### config.mk
export PLATFORM = sky130hd
export DESIGN_NAME = tpp_packetizer
export DESIGN_NICKNAME = d
export VERILOG_FILES = /design/src/pkg/tpp_pkg.sv /design/src/hw/tpp_packetizer.sv
export SDC_FILE = /design/constraint.sdc
export NUM_CORES = 1
export LEC_CHECK = 0
export ABC_AREA = 1
export ABC_CLOCK_PERIOD_IN_PS = 2000
export CAP_MARGIN = 20
export CORE_MARGIN = 5
export CORE_UTILIZATION = 58
export CTS_CLUSTER_DIAMETER = 80
export DETAILED_ROUTE_END_ITERATION = 12
export DONT_BUFFER_PORTS = 1
export GPL_ROUTABILITY_DRIVEN = 0
export PLACE_DENSITY = 0.75
export SLEW_MARGIN = 40
export SYNTH_ARGS = -nofsm -noshare
export SYNTH_HDL_FRONTEND = slang
export SYNTH_SLANG_ARGS = --single-unit
### constraint.sdc
create_clock -name hclk -period 2 [get_ports hclk]
set_clock_uncertainty 0.1 [all_clocks]
set_input_delay 0.1 -clock hclk [delete_from_list [all_inputs] [get_ports hclk]]
set_output_delay 0.1 -clock hclk [all_outputs]
set_load 0.005 [all_outputs]
### src/pkg/tpp_pkg.sv
package tpp_pkg;
  localparam logic [31:0] REG_CTRL_ADDR   = 32'h0000_0000;
  localparam logic [31:0] REG_ABS_LO_ADDR = 32'h0000_0004;
  localparam logic [31:0] REG_ABS_HI_ADDR = 32'h0000_0008;
  localparam logic [31:0] REG_STATUS_ADDR = 32'h0000_000c;
  localparam logic [31:0] REG_COUNT_ADDR  = 32'h0000_0010;
  localparam int CTRL_FORMAT_BIT  = 0;
  localparam int CTRL_TAG_EN_BIT  = 1;
  localparam int CTRL_ABS_BIT     = 6;
  localparam int CTRL_TFMT_LO     = 2;
  localparam int CTRL_TFMT_HI     = 3;
  localparam int CTRL_TYPE_LO     = 8;
  localparam int CTRL_TYPE_HI     = 11;
  localparam int CTRL_CONTENT_LO  = 12;
  localparam int CTRL_CONTENT_HI  = 13;
  localparam int CW_TAG_BIT       = 31;
  localparam int CW_TYPE_LO       = 27;
  localparam int CW_CONTENT_LO    = 29;
  localparam int REL_TIME_W       = 48;
  localparam logic [3:0] TYPE_MAX = 4'h3;
  localparam logic [1:0] CONTENT_MAX = 2'h1;
  localparam logic [15:0] ZERO16  = 16'h0000;

  typedef enum logic [3:0] {
    TPP_IDLE, TPP_CW_LO, TPP_CW_HI, TPP_TAG, TPP_LEN_LO, TPP_LEN_HI, TPP_DATA, TPP_FILL
  } tpp_state_t;

  typedef struct packed {
    logic        valid;
    logic        first;
    logic        last;
    logic [15:0] word;
  } tpp_out_t;
endpackage : tpp_pkg

### src/hw/tpp_packetizer.sv
// Added by the designer: the register addresses and the AHB-Lite register port.
`timescale 1ns/1ns
`default_nettype none
module tpp_packetizer
  import tpp_pkg::*;
#(
  parameter int LEN_W = 16
)(
  input  wire logic              hclk,
  input  wire logic              hresetn,
  input  wire logic              hsel,
  input  wire logic [31:0]       haddr,
  input  wire logic [1:0]        htrans,
  input  wire logic              hwrite,
  input  wire logic [2:0]        hsize,
  input  wire logic [31:0]       hwdata,
  input  wire logic              hready,
  output logic [31:0]            hrdata,
  output logic                   hreadyout,
  output logic                   hresp,
  input  wire logic              msg_start,
  input  wire logic [LEN_W-1:0]  msg_len,
  input  wire logic              msg_last,
  input  wire logic              byte_valid,
  input  wire logic [7:0]        byte_data,
  input  wire logic              pos_first,
  output logic                   byte_ready,
  output logic                   msg_ready,
  output tpp_out_t               pkt_out,
  input  wire logic              pkt_ready
);
  logic [31:0]           ctrl_ff, nxt_ctrl;
  logic [31:0]           abs_lo_ff, nxt_abs_lo;
  logic [31:0]           abs_hi_ff, nxt_abs_hi;
  logic [31:0]           hrdata_ff, nxt_hrdata;
  logic                  wr_pend_ff, nxt_wr_pend;
  logic [31:0]           wr_addr_ff, nxt_wr_addr;
  logic [31:0]           pkt_cnt_ff, nxt_pkt_cnt;
  logic [REL_TIME_W-1:0] rel_ff, nxt_rel;
  logic [63:0]           tag_ff, nxt_tag;
  logic [1:0]            tag_ix_ff, nxt_tag_ix;
  tpp_state_t            st_ff, nxt_st;
  logic [LEN_W-1:0]      len_ff, nxt_len;
  logic [LEN_W-1:0]      rem_ff, nxt_rem;
  logic                  last_ff, nxt_last;
  logic                  half_ff, nxt_half;
  logic [7:0]            lo_byte_ff, nxt_lo_byte;
  logic                  fmt1_ff, nxt_fmt1;
  logic                  tag_en_ff, nxt_tag_en;
  logic                  tagged_ff, nxt_tagged;
  logic [31:0]           cw_ff, nxt_cw;
  tpp_out_t              out_ff, nxt_out;
  logic                  bready_ff, nxt_bready;
  logic                  mready_ff, nxt_mready;
  logic                  addr_ok;
  logic                  can_emit;

  function automatic logic [63:0] time_tag(input logic                  abs_sel,
                                           input logic [REL_TIME_W-1:0] rel,
                                           input logic [31:0]           alo,
                                           input logic [31:0]           ahi);
    logic [63:0] t;
    t = {{(64-REL_TIME_W){1'b0}}, rel};
    if (abs_sel)
    begin
      t = {ahi, alo};
    end
    return t;
  endfunction : time_tag

  assign addr_ok  = hsel & htrans[1] & hready;
  assign can_emit = ~out_ff.valid | pkt_ready;

  // Bus slave: zero wait states, writes land in the cycle after the address phase
  always_comb
  begin
    nxt_ctrl    = ctrl_ff;
    nxt_abs_lo  = abs_lo_ff;
    nxt_abs_hi  = abs_hi_ff;
    nxt_wr_pend = addr_ok & hwrite;
    nxt_wr_addr = addr_ok ? haddr : wr_addr_ff;
    nxt_hrdata  = hrdata_ff;
    if (wr_pend_ff)
    begin
      unique case (wr_addr_ff)
        REG_CTRL_ADDR:   nxt_ctrl   = hwdata;
        REG_ABS_LO_ADDR: nxt_abs_lo = hwdata;
        REG_ABS_HI_ADDR: nxt_abs_hi = hwdata;
        default:         nxt_ctrl   = ctrl_ff;
      endcase
    end
    if (addr_ok & ~hwrite)
    begin
      unique case (haddr)
        REG_CTRL_ADDR:   nxt_hrdata = ctrl_ff;
        REG_ABS_LO_ADDR: nxt_hrdata = abs_lo_ff;
        REG_ABS_HI_ADDR: nxt_hrdata = abs_hi_ff;
        REG_STATUS_ADDR: nxt_hrdata = {27'h0, st_ff, (st_ff != TPP_IDLE)};
        REG_COUNT_ADDR:  nxt_hrdata = pkt_cnt_ff;
        default:         nxt_hrdata = 32'h0000_0000;
      endcase
    end
  end

  always_ff @(posedge hclk or negedge hresetn)
  begin
    if (!hresetn)
    begin
      ctrl_ff    <= 32'h0000_0000;
      abs_lo_ff  <= 32'h0000_0000;
      abs_hi_ff  <= 32'h0000_0000;
      wr_pend_ff <= 1'b0;
      wr_addr_ff <= 32'h0000_0000;
      hrdata_ff  <= 32'h0000_0000;
    end
    else
    begin
      ctrl_ff    <= nxt_ctrl;
      abs_lo_ff  <= nxt_abs_lo;
      abs_hi_ff  <= nxt_abs_hi;
      wr_pend_ff <= nxt_wr_pend;
      wr_addr_ff <= nxt_wr_addr;
      hrdata_ff  <= nxt_hrdata;
    end
  end

  // Free-running relative counter, wraps at 48 bits
  assign nxt_rel = rel_ff + 48'h0000_0000_0001;

  // Framer
  always_comb
  begin
    nxt_st      = st_ff;
    nxt_len     = len_ff;
    nxt_rem     = rem_ff;
    nxt_last    = last_ff;
    nxt_half    = half_ff;
    nxt_lo_byte = lo_byte_ff;
    nxt_fmt1    = fmt1_ff;
    nxt_tag_en  = tag_en_ff;
    nxt_tagged  = tagged_ff;
    nxt_cw      = cw_ff;
    nxt_tag     = tag_ff;
    nxt_tag_ix  = tag_ix_ff;
    nxt_pkt_cnt = pkt_cnt_ff;
    nxt_out     = out_ff;
    nxt_mready  = 1'b0;
    nxt_bready  = 1'b0;
    if (pkt_ready)
    begin
      nxt_out.valid = 1'b0;
    end
    // Source flags the start of position data on the first byte it offers, ahead of the
    // static data it already holds, so the tag can lead them with no buffer
    if (st_ff == TPP_TAG && fmt1_ff && !tagged_ff && pos_first && byte_valid)
    begin
      nxt_tag    = time_tag(ctrl_ff[CTRL_ABS_BIT], rel_ff, abs_lo_ff, abs_hi_ff);
      nxt_tagged = 1'b1;
    end
    unique case (st_ff)
      TPP_IDLE:
      begin
        nxt_mready = 1'b1;
        if (msg_start && mready_ff)
        begin
          nxt_fmt1   = ctrl_ff[CTRL_FORMAT_BIT];
          nxt_tag_en = ctrl_ff[CTRL_TAG_EN_BIT];
          nxt_len    = msg_len;
          nxt_rem    = msg_len;
          nxt_last   = msg_last;
          nxt_tagged = 1'b0;
          nxt_cw     = 32'h0000_0000;
          nxt_cw[CW_TAG_BIT] = ctrl_ff[CTRL_TAG_EN_BIT];
          if (ctrl_ff[CTRL_FORMAT_BIT])
          begin
            nxt_cw[CW_CONTENT_LO +: 2] = (ctrl_ff[CTRL_CONTENT_HI:CTRL_CONTENT_LO] > CONTENT_MAX)
                                         ? 2'h0 : ctrl_ff[CTRL_CONTENT_HI:CTRL_CONTENT_LO];
          end
          else
          begin
            // Reserved codes collapse to zero so the word stays legal
            nxt_cw[CW_TYPE_LO +: 4] = (ctrl_ff[CTRL_TYPE_HI:CTRL_TYPE_LO] > TYPE_MAX)
                                      ? 4'h0 : ctrl_ff[CTRL_TYPE_HI:CTRL_TYPE_LO];
            nxt_tag = time_tag(ctrl_ff[CTRL_ABS_BIT], rel_ff, abs_lo_ff, abs_hi_ff);
          end
          nxt_mready = 1'b0;
          nxt_st     = TPP_CW_LO;
        end
      end
      TPP_CW_LO:
      if (can_emit)
      begin
        nxt_out = '{valid: 1'b1, first: 1'b1, last: 1'b0, word: cw_ff[15:0]};
        nxt_st  = TPP_CW_HI;
      end
      TPP_CW_HI:
      if (can_emit)
      begin
        nxt_out    = '{valid: 1'b1, first: 1'b0, last: 1'b0, word: cw_ff[31:16]};
        nxt_tag_ix = 2'h0;
        nxt_st     = tag_en_ff ? TPP_TAG : TPP_LEN_LO;
        nxt_half   = 1'b0;
      end
      TPP_TAG:
      // Format 1 waits here with bytes unread until the tag is caught
      if (can_emit && (tagged_ff || !fmt1_ff))
      begin
        // Four halves, low long word first
        nxt_out    = '{valid: 1'b1, first: 1'b0, last: 1'b0, word: tag_ff[tag_ix_ff*16 +: 16]};
        nxt_tag_ix = tag_ix_ff + 2'h1;
        if (tag_ix_ff == 2'h3)
        begin
          nxt_st = TPP_LEN_LO;
        end
      end
      TPP_LEN_LO:
      if (can_emit)
      begin
        nxt_out = '{valid: 1'b1, first: 1'b0, last: 1'b0, word: 16'(len_ff)};
        nxt_st  = TPP_LEN_HI;
      end
      TPP_LEN_HI:
      if (can_emit)
      begin
        nxt_out    = '{valid: 1'b1, first: 1'b0, last: 1'b0, word: ZERO16};
        nxt_half   = 1'b0;
        nxt_bready = (rem_ff != '0);
        nxt_st     = (rem_ff != '0) ? TPP_DATA : TPP_FILL;
      end
      TPP_DATA:
      begin
        // Ready only follows a free output slot, so a high byte never meets a stalled word
        nxt_bready = can_emit && (rem_ff > LEN_W'(1)) || (can_emit && !bready_ff);
        if (byte_valid && bready_ff)
        begin
          nxt_rem = rem_ff - LEN_W'(1);
          if (!half_ff)
          begin
            nxt_lo_byte = byte_data;
            nxt_half    = 1'b1;
            if (rem_ff == LEN_W'(1))
            begin
              nxt_bready = 1'b0;
              nxt_st     = TPP_FILL;
            end
          end
          else
          begin
            nxt_out  = '{valid: 1'b1, first: 1'b0, last: last_ff && rem_ff == LEN_W'(1),
                         word: {byte_data, lo_byte_ff}};
            nxt_half = 1'b0;
            if (rem_ff == LEN_W'(1))
            begin
              nxt_bready = 1'b0;
              nxt_st     = TPP_IDLE;
            end
          end
        end
      end
      TPP_FILL:
      if (can_emit)
      begin
        if (half_ff)
        begin
          nxt_out = '{valid: 1'b1, first: 1'b0, last: last_ff,
                      word: {ZERO16[7:0], lo_byte_ff}};
        end
        nxt_half = 1'b0;
        nxt_st   = TPP_IDLE;
      end
      default: nxt_st = TPP_IDLE;
    endcase
    if (nxt_out.valid && nxt_out.last && !out_ff.last)
    begin
      nxt_pkt_cnt = pkt_cnt_ff + 32'h0000_0001;
    end
  end

  // Data is streamed as it arrives, no store-and-forward, so timing stays live
  always_ff @(posedge hclk or negedge hresetn)
  begin
    if (!hresetn)
    begin
      rel_ff     <= '0;
      st_ff      <= TPP_IDLE;
      len_ff     <= '0;
      rem_ff     <= '0;
      last_ff    <= 1'b0;
      half_ff    <= 1'b0;
      lo_byte_ff <= 8'h00;
      fmt1_ff    <= 1'b0;
      tag_en_ff  <= 1'b0;
      tagged_ff  <= 1'b0;
      cw_ff      <= 32'h0000_0000;
      tag_ff     <= 64'h0;
      tag_ix_ff  <= 2'h0;
      pkt_cnt_ff <= 32'h0000_0000;
      out_ff     <= '0;
      bready_ff  <= 1'b0;
      mready_ff  <= 1'b0;
    end
    else
    begin
      rel_ff     <= nxt_rel;
      st_ff      <= nxt_st;
      len_ff     <= nxt_len;
      rem_ff     <= nxt_rem;
      last_ff    <= nxt_last;
      half_ff    <= nxt_half;
      lo_byte_ff <= nxt_lo_byte;
      fmt1_ff    <= nxt_fmt1;
      tag_en_ff  <= nxt_tag_en;
      tagged_ff  <= nxt_tagged;
      cw_ff      <= nxt_cw;
      tag_ff     <= nxt_tag;
      tag_ix_ff  <= nxt_tag_ix;
      pkt_cnt_ff <= nxt_pkt_cnt;
      out_ff     <= nxt_out;
      bready_ff  <= nxt_bready;
      mready_ff  <= nxt_mready;
    end
  end

  // Source is trusted to send standard messages only; no filtering here
  assign hrdata     = hrdata_ff;
  assign hreadyout  = 1'b1;
  assign hresp      = 1'b0;
  assign pkt_out    = out_ff;
  assign byte_ready = bready_ff;
  assign msg_ready  = mready_ff;
endmodule : tpp_packetizer
`default_nettype wire

# Word level (Yosys, flattened, before mapping)
# Cells that the tools add are included.
[classes]
addsub = 4
order_cmp = 3
n_eq_ne = 28
shifts = 1
muxes = 55
bitwise_logic = 8
reduce_logical = 38
[ops]
columns = ["cell", "count"]
rows = [
  ["$mux 64", 5],
  ["$mux 19", 9],
  ["$pmux 32 s5", 1],
  ["$pmux 19 s7", 1],
  ["$eq 32x4->1 const B", 3],
  ["$eq 32x3->1 const B", 2],
  ["$logic_not 32->1", 2],
  ["$shiftx 64x7->16", 1],
  ["$mux 4", 13],
  ["$add 48x1->48 const B", 1],
  ["$add 32x1->32 const B", 1],
  ["$eq 32x5->1 const B", 1],
  ["$mux 16", 2],
  ["$pmux 16 s2", 1],
  ["$pmux 4 s8", 1],
  ["$ne 2x2->1 const B", 10],
  ["$reduce_and 10->1", 2],
  ["$eq 16x1->1 const B", 1],
  ["$eq 4x3->1 const B", 4],
  ["$gt 16x1->1 const B", 1],
  ["$reduce_bool 16->1", 1],
  ["$sub 16x1->16 const B", 1],
  ["$mux 1", 13],
  ["$logic_and 1x1->1", 12],
  ["other kinds (23)", 48],
]
[word_totals]
ff_bits = 382
in_bits = 103
output_inout_bits = 55
elab_cells = 163

# Depth between registers and ports, before layout
# Gate-level depths: netlist of the first run.
[depth]
ltp_word = 9
mapped_depth = 12
depth_no_buf = 11

# Least setup slack after synthesis of the first run
# Ideal clock, no wire load.
[synth_path]
path_kind = "register -> register"
from = "reg pkt_cnt_ff[0]"
to = "reg pkt_cnt_ff[16]"
setup_time_ps = 65
arrival_ps = 1517
t_required_ps = 1835
path_slack_ps = 318
path_stages_with_launch = 9
path_buffers = 0
period_less_slack_ps = 1682
path_cell_list = "dfrtp_1 > ha_1 > inv_1 > nor3_2 > nand2_1 > nor2_1 > xor2_1 > nand3_1 > nand2_1"
[synth_between]
elab_chain_cells = 1
[synth_lines]
columns = ["element", "line", "source"]
rows = [
  ["start: declaration", "tpp_packetizer.sv:38", "logic [31:0] pkt_cnt_ff, nxt_pkt_cnt;"],
  ["start signal: assignment", "tpp_packetizer.sv:317", "pkt_cnt_ff <= nxt_pkt_cnt;"],
  ["$add 32x1->32", "tpp_packetizer.sv:275", "nxt_pkt_cnt = pkt_cnt_ff + 32'h0000_0001;"],
]
# Every way passes these cells.
# A chain may end at the register's enable or synchronous reset.

# Worst setup path in the final report of the first run
[layout_path]
from = "reg st_ff[0]"
to = "reg out_ff (netlist bit pkt_out[13])"
[layout_between]
elab_chain_cells = 3
elab_cells_between_ends = 19
cone_classes = "eq/ne (16); mux (1); reduce/logical (2)"
[layout_lines]
columns = ["element", "line", "source"]
rows = [
  ["start: declaration", "tpp_packetizer.sv:42", "tpp_state_t st_ff, nxt_st;"],
  ["start signal: assignment", "tpp_packetizer.sv:305", "st_ff <= nxt_st;"],
  ["$eq 4x2->1, or another cell as far along", "tpp_packetizer.sv:160", "unique case (st_ff)"],
  ["$reduce_bool 7->1 (no line), or another cell as far along", "-", ""],
  ["$reduce_and 10->1 (no line)", "-", ""],
  ["end signal: assignment", "tpp_packetizer.sv:318", "out_ff <= nxt_out;"],
  ["end: declaration", "tpp_packetizer.sv:52", "tpp_out_t out_ff, nxt_out;"],
]
# Several ways; a longest one is shown, not always the timed one.

==> flow_metrics.tcl, run 1 <==
set metrics [dict create \
    status "complete, but fails checks" \
    failed_checks "negative hold slack" \
    ys_seq_area_share_pct 48.6 \
    drt_wl_total_um 63800 \
    pin_count 158 \
    die_w_um 194 \
    worstSetupEndpointType "flip-flop" \
    crit_family "buffers and inverters" \
    cts_max_path_buffers 3 \
    core-area_um2 33400 \
    port_buffers 0 \
    sw_frac_of_total_pct 31.4 \
    worstSetupStartpointType "flip-flop" \
    ctsHoldBuffers 107 \
    grt_max_degree 381 \
    hold_slack_ns -0.827 \
    critPathMaxStageDelay_ns 0.57 \
    nFillCells 2523 \
    finalNetCount 2785 \
    path_cells "inv_2 -> nand2_2 -> nor2_4 -> buf_6 -> nand3_1 -> dlygate4sd3_1 -> nand3_1" \
    maxCapViolCount 0 \
    rr_worst_depth 7 \
    die-area_um2 37500 \
    drt_iter0_drc 2368 \
    synth_edf_count 0 \
    r2r-start "st_ff[0]" \
    grt.overflow.total 0 \
    ys_ff_latch 380 \
    antenna_found_initial 1 \
    insertion_delay_ns 0.56 \
    postSynth.asyncResetShare_pct 100 \
    syn_inst 2549 \
    internal_power_w 0.0166 \
    via_per_inst 6.04 \
    clkTransAtPathRegs_ns 0.06 \
    yosys_warnings 0 \
    fin_crit_sh_pct 97.0 \
    dp_hpwl_um 42900 \
    p_seq_share_pct 41.2 \
    cpMostUsedCell "nand3_1" \
    r2r_setup_slack_ns 0.06 \
    gr-usage-all-layers_pct 32.8 \
    final_max_slew_viol_count 0 \
    arrival_ns 2.33 \
    required_ns 2.39 \
    switchingPower_w 0.00759 \
    fmaxAchievable_mhz 515 \
    rows 67 \
    synth_ff_type "dfrtp_1" \
    synth_nets 2657 \
    vdd_ir_drop_max_mv 1.00 \
    reg2reg_to "pkt_out[13]" \
    area_growth_pct 19.3 \
    min_period_ns 1.94 \
    p_leak_nw 10.9 \
    num_vias 19100 \
    p_per_area_nw_per_um2 1030 \
    cts_tree "yes" \
    rsz0062_at_grt "yes" \
    hold_viol_final 380 \
    relSlewSlack_pct 33.2 \
    drtAntennaViolNets 0 \
    slowest_stage "dlygate4sd3_1" \
    p_comb_share_pct 23.4 \
    initial_core_util_pct 58.5 \
    crit_buf_inv 3 \
    crit_type "flip-flop to flip-flop" \
    drc 0 \
    synth_area_um2 19600 \
    pwr-share-clk_pct 35.4 \
    wl_per_cell_um 20.2 \
    htreeDepth 2 \
    setup-violations-final 0 \
    worstMarginPinSlew_ns 1.00 \
    grt_pass1_wl_um 100000 \
    cts-root-buf "clkbuf_16" \
    yosysUniqueCellTypes 46 \
    syn_avg_cell_area_um2 7.68 \
    first_global_vias 18300 \
    cts_buffers 42 \
    crit_cells 7 \
    fp.dieH_um 194 \
    dr.pass1.iters 7 \
    worstPathMaxFanout 22 \
    total_power_w 0.0242 \
    clkSinkCount 380 \
    tns_ns 0 \
    worstHoldPathType "input port to asynchronous set/reset pin" \
    drive_gt1_share_pct 9.01 \
]
[cell usage in the layout, fill, tap and decap left out, types with 7 or more instances in the layout]
cell type      instances
dfrtp_1              375
xor2_1                57
mux2_2                 9
nand3b_1              10
dlygate4sd3_1        107
o22ai_1               12
nand2_2                9
nand4_1               54
nor3_1                49
o2bb2ai_1              7
clkbuf_16             45
a21oi_1              111
clkbuf_8              15
buf_4                 70
nor2_1               197
nand3_1              306
o21ai_0              146
inv_1                192
nand2_1              780
nor2_2                15
nor2_4                 7
o211ai_1              17
buf_12                22
[routing by layer]
layer | global-route usage (%) | routed length [um] | vias to the layer above
li1 | - | - | 8582
met1 | 43.4 | 24000 | 8994
met2 | 51.9 | 29000 | 1253
met3 | 6.99 | 6940 | 255
met4 | 16.3 | 3860 | 0
met5 | 0 | 0 | -
[cells in the mapped netlist, types with 2 or more instances]
library cell,number,area [um^2]
buf_2,54,270
a21oi_1,112,561
nor3_1,49,245
buf_1,6,22.5
buf_6,8,90.1
o2bb2ai_1,7,61.3
xnor2_1,5,43.8
o21ai_1,6,30.0
a31oi_1,5,31.3
buf_4,10,75.1
ha_1,5,62.6
o22ai_1,13,81.3
o21a_1,6,45.0
nand3b_1,10,75.1
o211ai_1,17,128
dfrtp_1,380,9510
inv_4,2,12.5
nor2_1,202,758
nand2_2,6,37.5
nor3_2,3,30.0
conb_1,2,7.51
clkbuf_1,45,169
nand2_4,2,22.5
mux2_2,9,101
o21ai_0,146,731
nor4_1,5,31.3
nor3b_1,3,22.5
nand2_1,784,2940
inv_1,195,732
nand3_1,307,1540
xor2_1,57,499
nor2_2,10,62.6
a22oi_1,3,22.5
nor2_4,7,78.8
inv_2,4,15.0
nand4_1,54,338
[what timing repair did]
item	in CTS	in global routing
gates cloned	0	4
pin swaps	0	5
endpoints found under the hold margin	615	380
endpoints found under the setup margin	37	164
resized for setup	7	33
buffers inserted	0	5
[per-stage QoR]
step | cell area (um^2) | instances | util, % | setup WS, ns
final | 23300 | 3159 | 69.8 | 0.0594
after global routing | 23300 | 3158 | 69.8 | -0.0258
after CTS | 23100 | 3148 | 69.0 | 0.00268
after detailed placement | 20400 | 2965 | 61.1 | -0.0695
after global placement | 20400 | 2965 | 61.1 | -0.00862
after floorplan | 19600 | 2549 | - | 0.318
[state kept, by name, indices dropped and copies added (netlist names), 2 cells and up]
| name | cells |
|---|---|
| tag_ff | 64 |
| rel_ff | 48 |
| abs_hi_ff | 32 |
| abs_lo_ff | 32 |
| ctrl_ff | 32 |
| hrdata | 32 |
| pkt_cnt_ff | 32 |
| wr_addr_ff | 32 |
| pkt_out | 19 |
| len_ff | 16 |
| rem_ff | 16 |
| lo_byte_ff | 8 |
| cw_ff | 4 |
| st_ff | 3 |
| tag_ix_ff | 2 |
[power by group through the flow]
stage	registers [W]	logic [W]	clock network (W)
6_report	0.00994	0.00566	0.00855
5_1_grt	0.0101	0.00620	0.00893
4_1_cts	0.00989	0.00515	0.00862
3_5_place_dp	0.0100	0.00483	0
3_3_place_gp	0.00996	0.00466	0
2_1_floorplan	0.00974	0.00345	0
[worst max path at each step]
stage	start	to	slack [ns]
after detailed placement	rem_ff[1]	pkt_cnt_ff[31]	-0.07
after global placement	rem_ff[1]	pkt_cnt_ff[31]	-0.009
final	st_ff[0]	pkt_out[13]	0.06
after global routing	rem_ff[0]	st_ff[0]	-0.03
after floorplan	pkt_cnt_ff[0]	pkt_cnt_ff[16]	0.32
after CTS	rem_ff[1]	pkt_cnt_ff[1]	0.003
[layout make-up]
| class | count | area, um^2 | share of cell area (%) |
|---|---|---|---|
| tap | 448 | 561 | 2.40 |
| inverter | 202 | 768 | 3.29 |
| sequential | 380 | 9520 | 40.8 |
| antenna | 2 | 5.00 | 0.0214 |
| clock inverter | 14 | 249 | 1.07 |
| multi-input combinational | 1845 | 8800 | 37.7 |
| timing repair buffer | 206 | 2140 | 9.18 |
| clock buffer | 62 | 1300 | 5.56 |
[kinds of logic after synthesis]
| kind of cell | synth area share (%) |
|---|---|
| simple gates | 31.9 |
| buf+inv | 7.13 |
| mux | 0.518 |
| fa+ha+maj | 0.320 |
| compound gates | 8.77 |
| flops | 48.6 |
| other cells | 0.0384 |
| xor+xnor | 2.77 |
(Power assumes the default switching activity.)
==> run 2, diff against run 1 <==
Settings changed: CORE_UTILIZATION 58 to 33, PLACE_DENSITY 0.75 to 0.48.
==> flow_metrics.tcl, run 2 (same netlist as run 1, synthesis figures left out) <==
set metrics [dict create \
    num_vias 18400 \
    seq_area_um2 9520 \
    rsz0062_at_grt "yes" \
    insertion_delay_ns 0.60 \
    core-area_um2 58900 \
    worstSetupStartpointType "input port" \
    crit_buf_inv 4 \
    clkTransAtPathRegs_ns 0.06 \
    grt_pass1_wl_um 108000 \
    dr.pass1.iters 6 \
    maxCapViolCount 0 \
    stdcell_count 3565 \
    crit_type "input port to flip-flop" \
    relSlewSlack_pct 30.3 \
    cts_max_path_buffers 3 \
    dp.cells 3318 \
    setup-violations-final 0 \
    port_buffers 0 \
    hold_viol_final 380 \
    worstMarginPinSlew_ns 1.04 \
    total_power_w 0.0249 \
    pin_count 158 \
    cts_tree "yes" \
    most-common-layout-cells "782 x nand2_1, 377 x dfrtp_1, 304 x nand3_1" \
    top_regs "tag_ff x64, rel_ff x48" \
    final_max_slew_viol_count 0 \
    hold_slack_ns -0.862 \
    cpMostUsedCell "dlygate4sd3_1" \
    arrival_ns 2.39 \
    drt_wl_total_um 71800 \
    regMostFlops "tag_ff" \
    path_cells "dlygate4sd3_1 -> nand3_2 -> buf_6 -> nor2_1 -> dlygate4sd3_1 -> a21oi_1 -> dlygate4sd3_1" \
    via_per_inst 5.16 \
    failed_checks "negative hold slack" \
    required_ns 2.43 \
    p_leak_nw 11.2 \
    vdd_ir_drop_max_mv 0.763 \
    fin_crit_sh_pct 98.0 \
    finalNetCount 2854 \
    highest_layer "met5" \
    dp_hpwl_um 50500 \
    slowest_stage "dlygate4sd3_1" \
    mostFrequentLayoutCell "nand2_1" \
    worstHoldPathType "input port to asynchronous set/reset pin" \
    gr-usage-all-layers_pct 21.4 \
    multiInputGateArea_um2 8900 \
    htreeDepth 2 \
    rows 89 \
    first_global_vias 17700 \
    nFillCells 5936 \
    drt_iter0_drc 1705 \
    clkSinkCount 380 \
    p_per_area_nw_per_um2 1020 \
    initial_core_util_pct 33.2 \
    drc 0 \
    tns_ns 0 \
    min_period_ns 1.96 \
    crit_family "buffers and inverters" \
    largest_reg_flops 64 \
    die-area_um2 64300 \
    drive_gt1_share_pct 10.3 \
    status "complete, but fails checks" \
    wl_per_cell_um 20.1 \
    fp.dieH_um 254 \
    fmaxAchievable_mhz 510 \
    grt.overflow.total 0 \
    drt-met1-wl_um 31200 \
    worstSetupEndpointType "flip-flop" \
    cts-root-buf "clkbuf_16" \
    cts_buffers 48 \
    die_w_um 254 \
    area_growth_pct 25.4 \
    antenna_found_initial 10 \
    dr_wl_met2_um 33300 \
    worstPathMaxFanout 30 \
    ctsHoldBuffers 137 \
    critPathMaxStageDelay_ns 0.58 \
    wl_met3_um 5270 \
    drtAntennaViolNets 0 \
    grt_max_degree 381 \
]
-- run 2: repair_timing --
| item | in CTS | in global routing |
|---|---|---|
| endpoints found under the hold margin | 623 | 380 |
| endpoints found under the setup margin | 34 | 112 |
| cloned | 0 | 10 |
| pin swaps | 0 | 12 |
| buffers inserted | 0 | 5 |
| gates resized for setup | 7 | 45 |
-- run 2: worst paths after layout --
check                      depth (start not counted)  slack [ns]        start        endpoint
max                                                7        0.04    htrans[1]  wr_addr_ff[19]
min                                                0       -0.86      hresetn       hrdata[4]
max reg2reg                                       10        0.06    rem_ff[1]  pkt_cnt_ff[17]
min reg2reg                                        2        0.37  ctrl_ff[21]     ctrl_ff[21]
max in group asynchronous                          0        1.78      hresetn        st_ff[1]
min in group hclk                                  8        0.04    haddr[13]       hrdata[0]
-- run 2: through the flow --
step | hold WS, ns | util, % | setup slack, ns | instance area, um^2
after global routing | -0.895 | 41.6 | -0.0567 | 24500
after CTS | -0.903 | 40.9 | 0.00687 | 24100
after detailed placement | -0.281 | 35.8 | -0.168 | 21100
after global placement | -0.282 | 35.8 | -0.121 | 21100
after floorplan | -0.296 | - | 0.318 | 19600
final | -0.862 | 41.7 | 0.0407 | 24500
-- run 2: cell type report --
cell class	count	share of cell area (%)
timing repair buffer	266	11.1
inverter	202	3.13
clock buffer	69	5.71
antenna	9	0.0918
timing repair inverter	1	0.0204
tap	773	3.94
clock inverter	18	0.969
multi-input combinational	1847	36.3
sequential	380	38.8
-- run 2: power by group --
part	internal, W	switching, W	leakage, nW	total (W)
Sequential	0.00908	0.000861	4.46	0.00994
Clock	0.00540	0.00358	0.795	0.00898
Combinational	0.00238	0.00363	5.98	0.00602
Total	0.0169	0.00808	11.2	0.0249
-- run 2: per-layer routing --
layer,GRT usage (%),up-vias
li1,-,8735
met5,0,-
met3,4.31,150
met1,29.8,8826
met4,5.68,6
met2,34.3,664
==> run 3, diff against run 2 <==
Settings changed: ABC_AREA 1 to not set, CORE_ASPECT_RATIO set to 0.9, GPL_TIMING_DRIVEN set to 0.
==> flow_metrics.tcl, run 3 <==
set metrics [dict create \
    largest_reg_flops 64 \
    worstSetupStartpointType "flip-flop" \
    cpMostUsedCell "nor4_4" \
    status "complete, but fails checks" \
    ys_ff_latch 380 \
    gr-usage-all-layers_pct 19.7 \
    num_vias 13700 \
    rr_worst_depth 7 \
    drc 0 \
    grt.overflow.total 0 \
    min_period_ns 2.19 \
    required_ns 2.36 \
    critPathMaxStageDelay_ns 0.41 \
    antenna_found_initial 5 \
    synth_nets 1711 \
    synth.most_common_cell "dfrtp_1" \
    dp_hpwl_um 43400 \
    synth_top_area_share_pct 52.2 \
    r2r_setup_slack_ns -0.19 \
    die_w_um 258 \
    clkTransAtPathRegs_ns 0.06 \
    p_per_area_nw_per_um2 914 \
    ctsHoldBuffers 97 \
    r2r-start "wr_addr_ff[17]" \
    yosys.area.top_type "dfrtp_1" \
    yosysUniqueCellTypes 78 \
    ys_seq_area_share_pct 52.2 \
    path_cells "nor4_4 -> nand4_2 -> buf_6 -> nor4_4 -> buf_12 -> clkbuf_16 -> mux2_4" \
    slowest_stage "dfrtp_1" \
    rows 81 \
    cts_tree "yes" \
    hold_viol_final 384 \
    fmaxAchievable_mhz 456 \
    finalCoreUtilization_pct 42.9 \
    wl_per_cell_um 24.0 \
    nFillCells 5176 \
    failed_checks "negative hold slack, negative setup slack" \
    finalNetCount 1923 \
    htreeDepth 2 \
    insertion_delay_ns 0.58 \
    cts_max_path_buffers 3 \
    fp.dieH_um 233 \
    drive_gt1_share_pct 26.8 \
    die-area_um2 60000 \
    dr.pass1.iters 6 \
    drt_wl_total_um 61400 \
    final_max_slew_viol_count 0 \
    total_power_w 0.0214 \
    multiInputGateArea_um2 8980 \
    postSynth.asyncResetShare_pct 100 \
    port_buffers 0 \
    hold_slack_ns -0.839 \
    synth.area.top_cells "dfrtp_1 52%, mux2_2 6.4%, nand2_1 5.0%, mux2i_1 4.3%, o21ai_0 3.1%" \
    clkSinkCount 380 \
    syn_avg_cell_area_um2 11.4 \
    top_regs "tag_ff x64, rel_ff x48" \
    arrival_ns 2.55 \
    worstHoldPathType "input port to asynchronous set/reset pin" \
    first_global_vias 13800 \
    crit_type "flip-flop to flip-flop" \
    most-common-layout-cells "361 x dfrtp_1, 235 x nand2_1, 100 x o21ai_0" \
    via_per_inst 5.38 \
    rsz0062_at_grt "yes" \
    syn_inst 1603 \
    fin_crit_sh_pct 110 \
    synth_edf_count 0 \
    drtAntennaViolNets 0 \
    synth_commonest_cells "380 x dfrtp_1, 243 x nand2_1, 111 x o21ai_0" \
    mostFrequentLayoutCell "dfrtp_1" \
    synth_area_um2 18200 \
    area_growth_pct 28.4 \
    initial_core_util_pct 33.4 \
    pin_count 158 \
    grt_max_degree 381 \
    setup-violations-final 105 \
    relSlewSlack_pct 12.1 \
    p_leak_nw 10.3 \
    core-area_um2 54500 \
    cts-root-buf "clkbuf_16" \
    worstMarginPinSlew_ns 1.32 \
    drt_iter0_drc 1276 \
    maxCapViolCount 0 \
    worst_slack_ns -0.191 \
    vdd_ir_drop_max_mv 0.644 \
    seq_area_um2 9530 \
    worstPathMaxFanout 8 \
    synth_ff_type "dfrtp_1" \
    regMostFlops "tag_ff" \
    cts_buffers 42 \
    yosys_warnings 0 \
    worstSetupEndpointType "flip-flop" \
    reg2reg_to "ctrl_ff[6]" \
    grt_pass1_wl_um 90500 \
]
run 3: worst max-delay path, delay by kind of cell (launching register included):
kind | cells | cell delay (ns)
buf+inv | 3 | 0.57
flops | 1 | 0.41
mux | 1 | 0.29
simple gates | 3 | 0.68
run 3: layout make-up:
cell class / count / area share (%)
clock buffer: 65 / 5.42
multi-input combinational: 1111 / 38.4
buffer: 86 / 3.16
antenna: 2 / 0.0214
timing repair buffer: 171 / 7.56
clock inverter: 11 / 0.540
sequential: 380 / 40.8
inverter: 23 / 0.385
tap: 705 / 3.77
run 3: timing repair:
| item | 4_1_cts | 5_1_grt |
|---|---|---|
| setup endpoints to repair | 275 | 239 |
| pin swaps | 34 | 42 |
| setup buffers | 39 | 25 |
| endpoints found under the hold margin | 574 | 380 |
| gates resized for setup | 144 | 144 |
| cloned | 3 | 8 |
run 3: worst max-delay path by stage:
stage	start	endpoint
after global placement	byte_ready	pkt_out[5]
final	wr_addr_ff[17]	ctrl_ff[6]
after detailed placement	byte_ready	pkt_out[13]
after floorplan	wr_addr_ff[4]	abs_hi_ff[10]
after CTS	wr_addr_ff[26]	abs_hi_ff[31]
after global routing	wr_addr_ff[17]	abs_hi_ff[22]
run 3: kinds of logic after synthesis:
family	synth area share (%)
buffers and inverters	2.96
DFF	52.2
and+or+nand+nor	15.4
xor gates and xnor gates	3.70
AOI/OAI and AO/OA	9.52
adders and majority gates	0.343
other	0.0412
muxes	15.8
run 3: per-stage QoR:
| step | setup TNS [ns] | area [um^2] | hold WS [ns] | cells | worst slack (ns) |
|---|---|---|---|---|---|
| floorplan | -6.42 | 18400 | -0.296 | 1603 | -0.125 |
| global placement | -142.00 | 19300 | -0.258 | 2308 | -0.702 |
| detailed placement | -141.60 | 19300 | -0.260 | 2308 | -0.677 |
| CTS | -15.51 | 22600 | -0.876 | 2520 | -0.193 |
| global route | -23.20 | 23400 | -0.877 | 2553 | -0.263 |
| finish | -13.96 | 23400 | -0.839 | 2554 | -0.191 |
run 3: metal layers:
metal | GRT usage [%] | up-vias | part of all wire, %
li1 | - | 6195 | -
met1 | 28.4 | 7062 | 45
met2 | 31.2 | 410 | 46
met3 | 4.52 | 74 | 6.4
met4 | 3.34 | 6 | 1.7
met5 | 0 | - | 0.055
run 3: power breakdown:
group / switching, W / internal [W]
Clock: 0.00333 / 0.00464
Combinational: 0.00216 / 0.00194
Sequential: 0.000846 / 0.00845
Total: 0.00634 / 0.0150
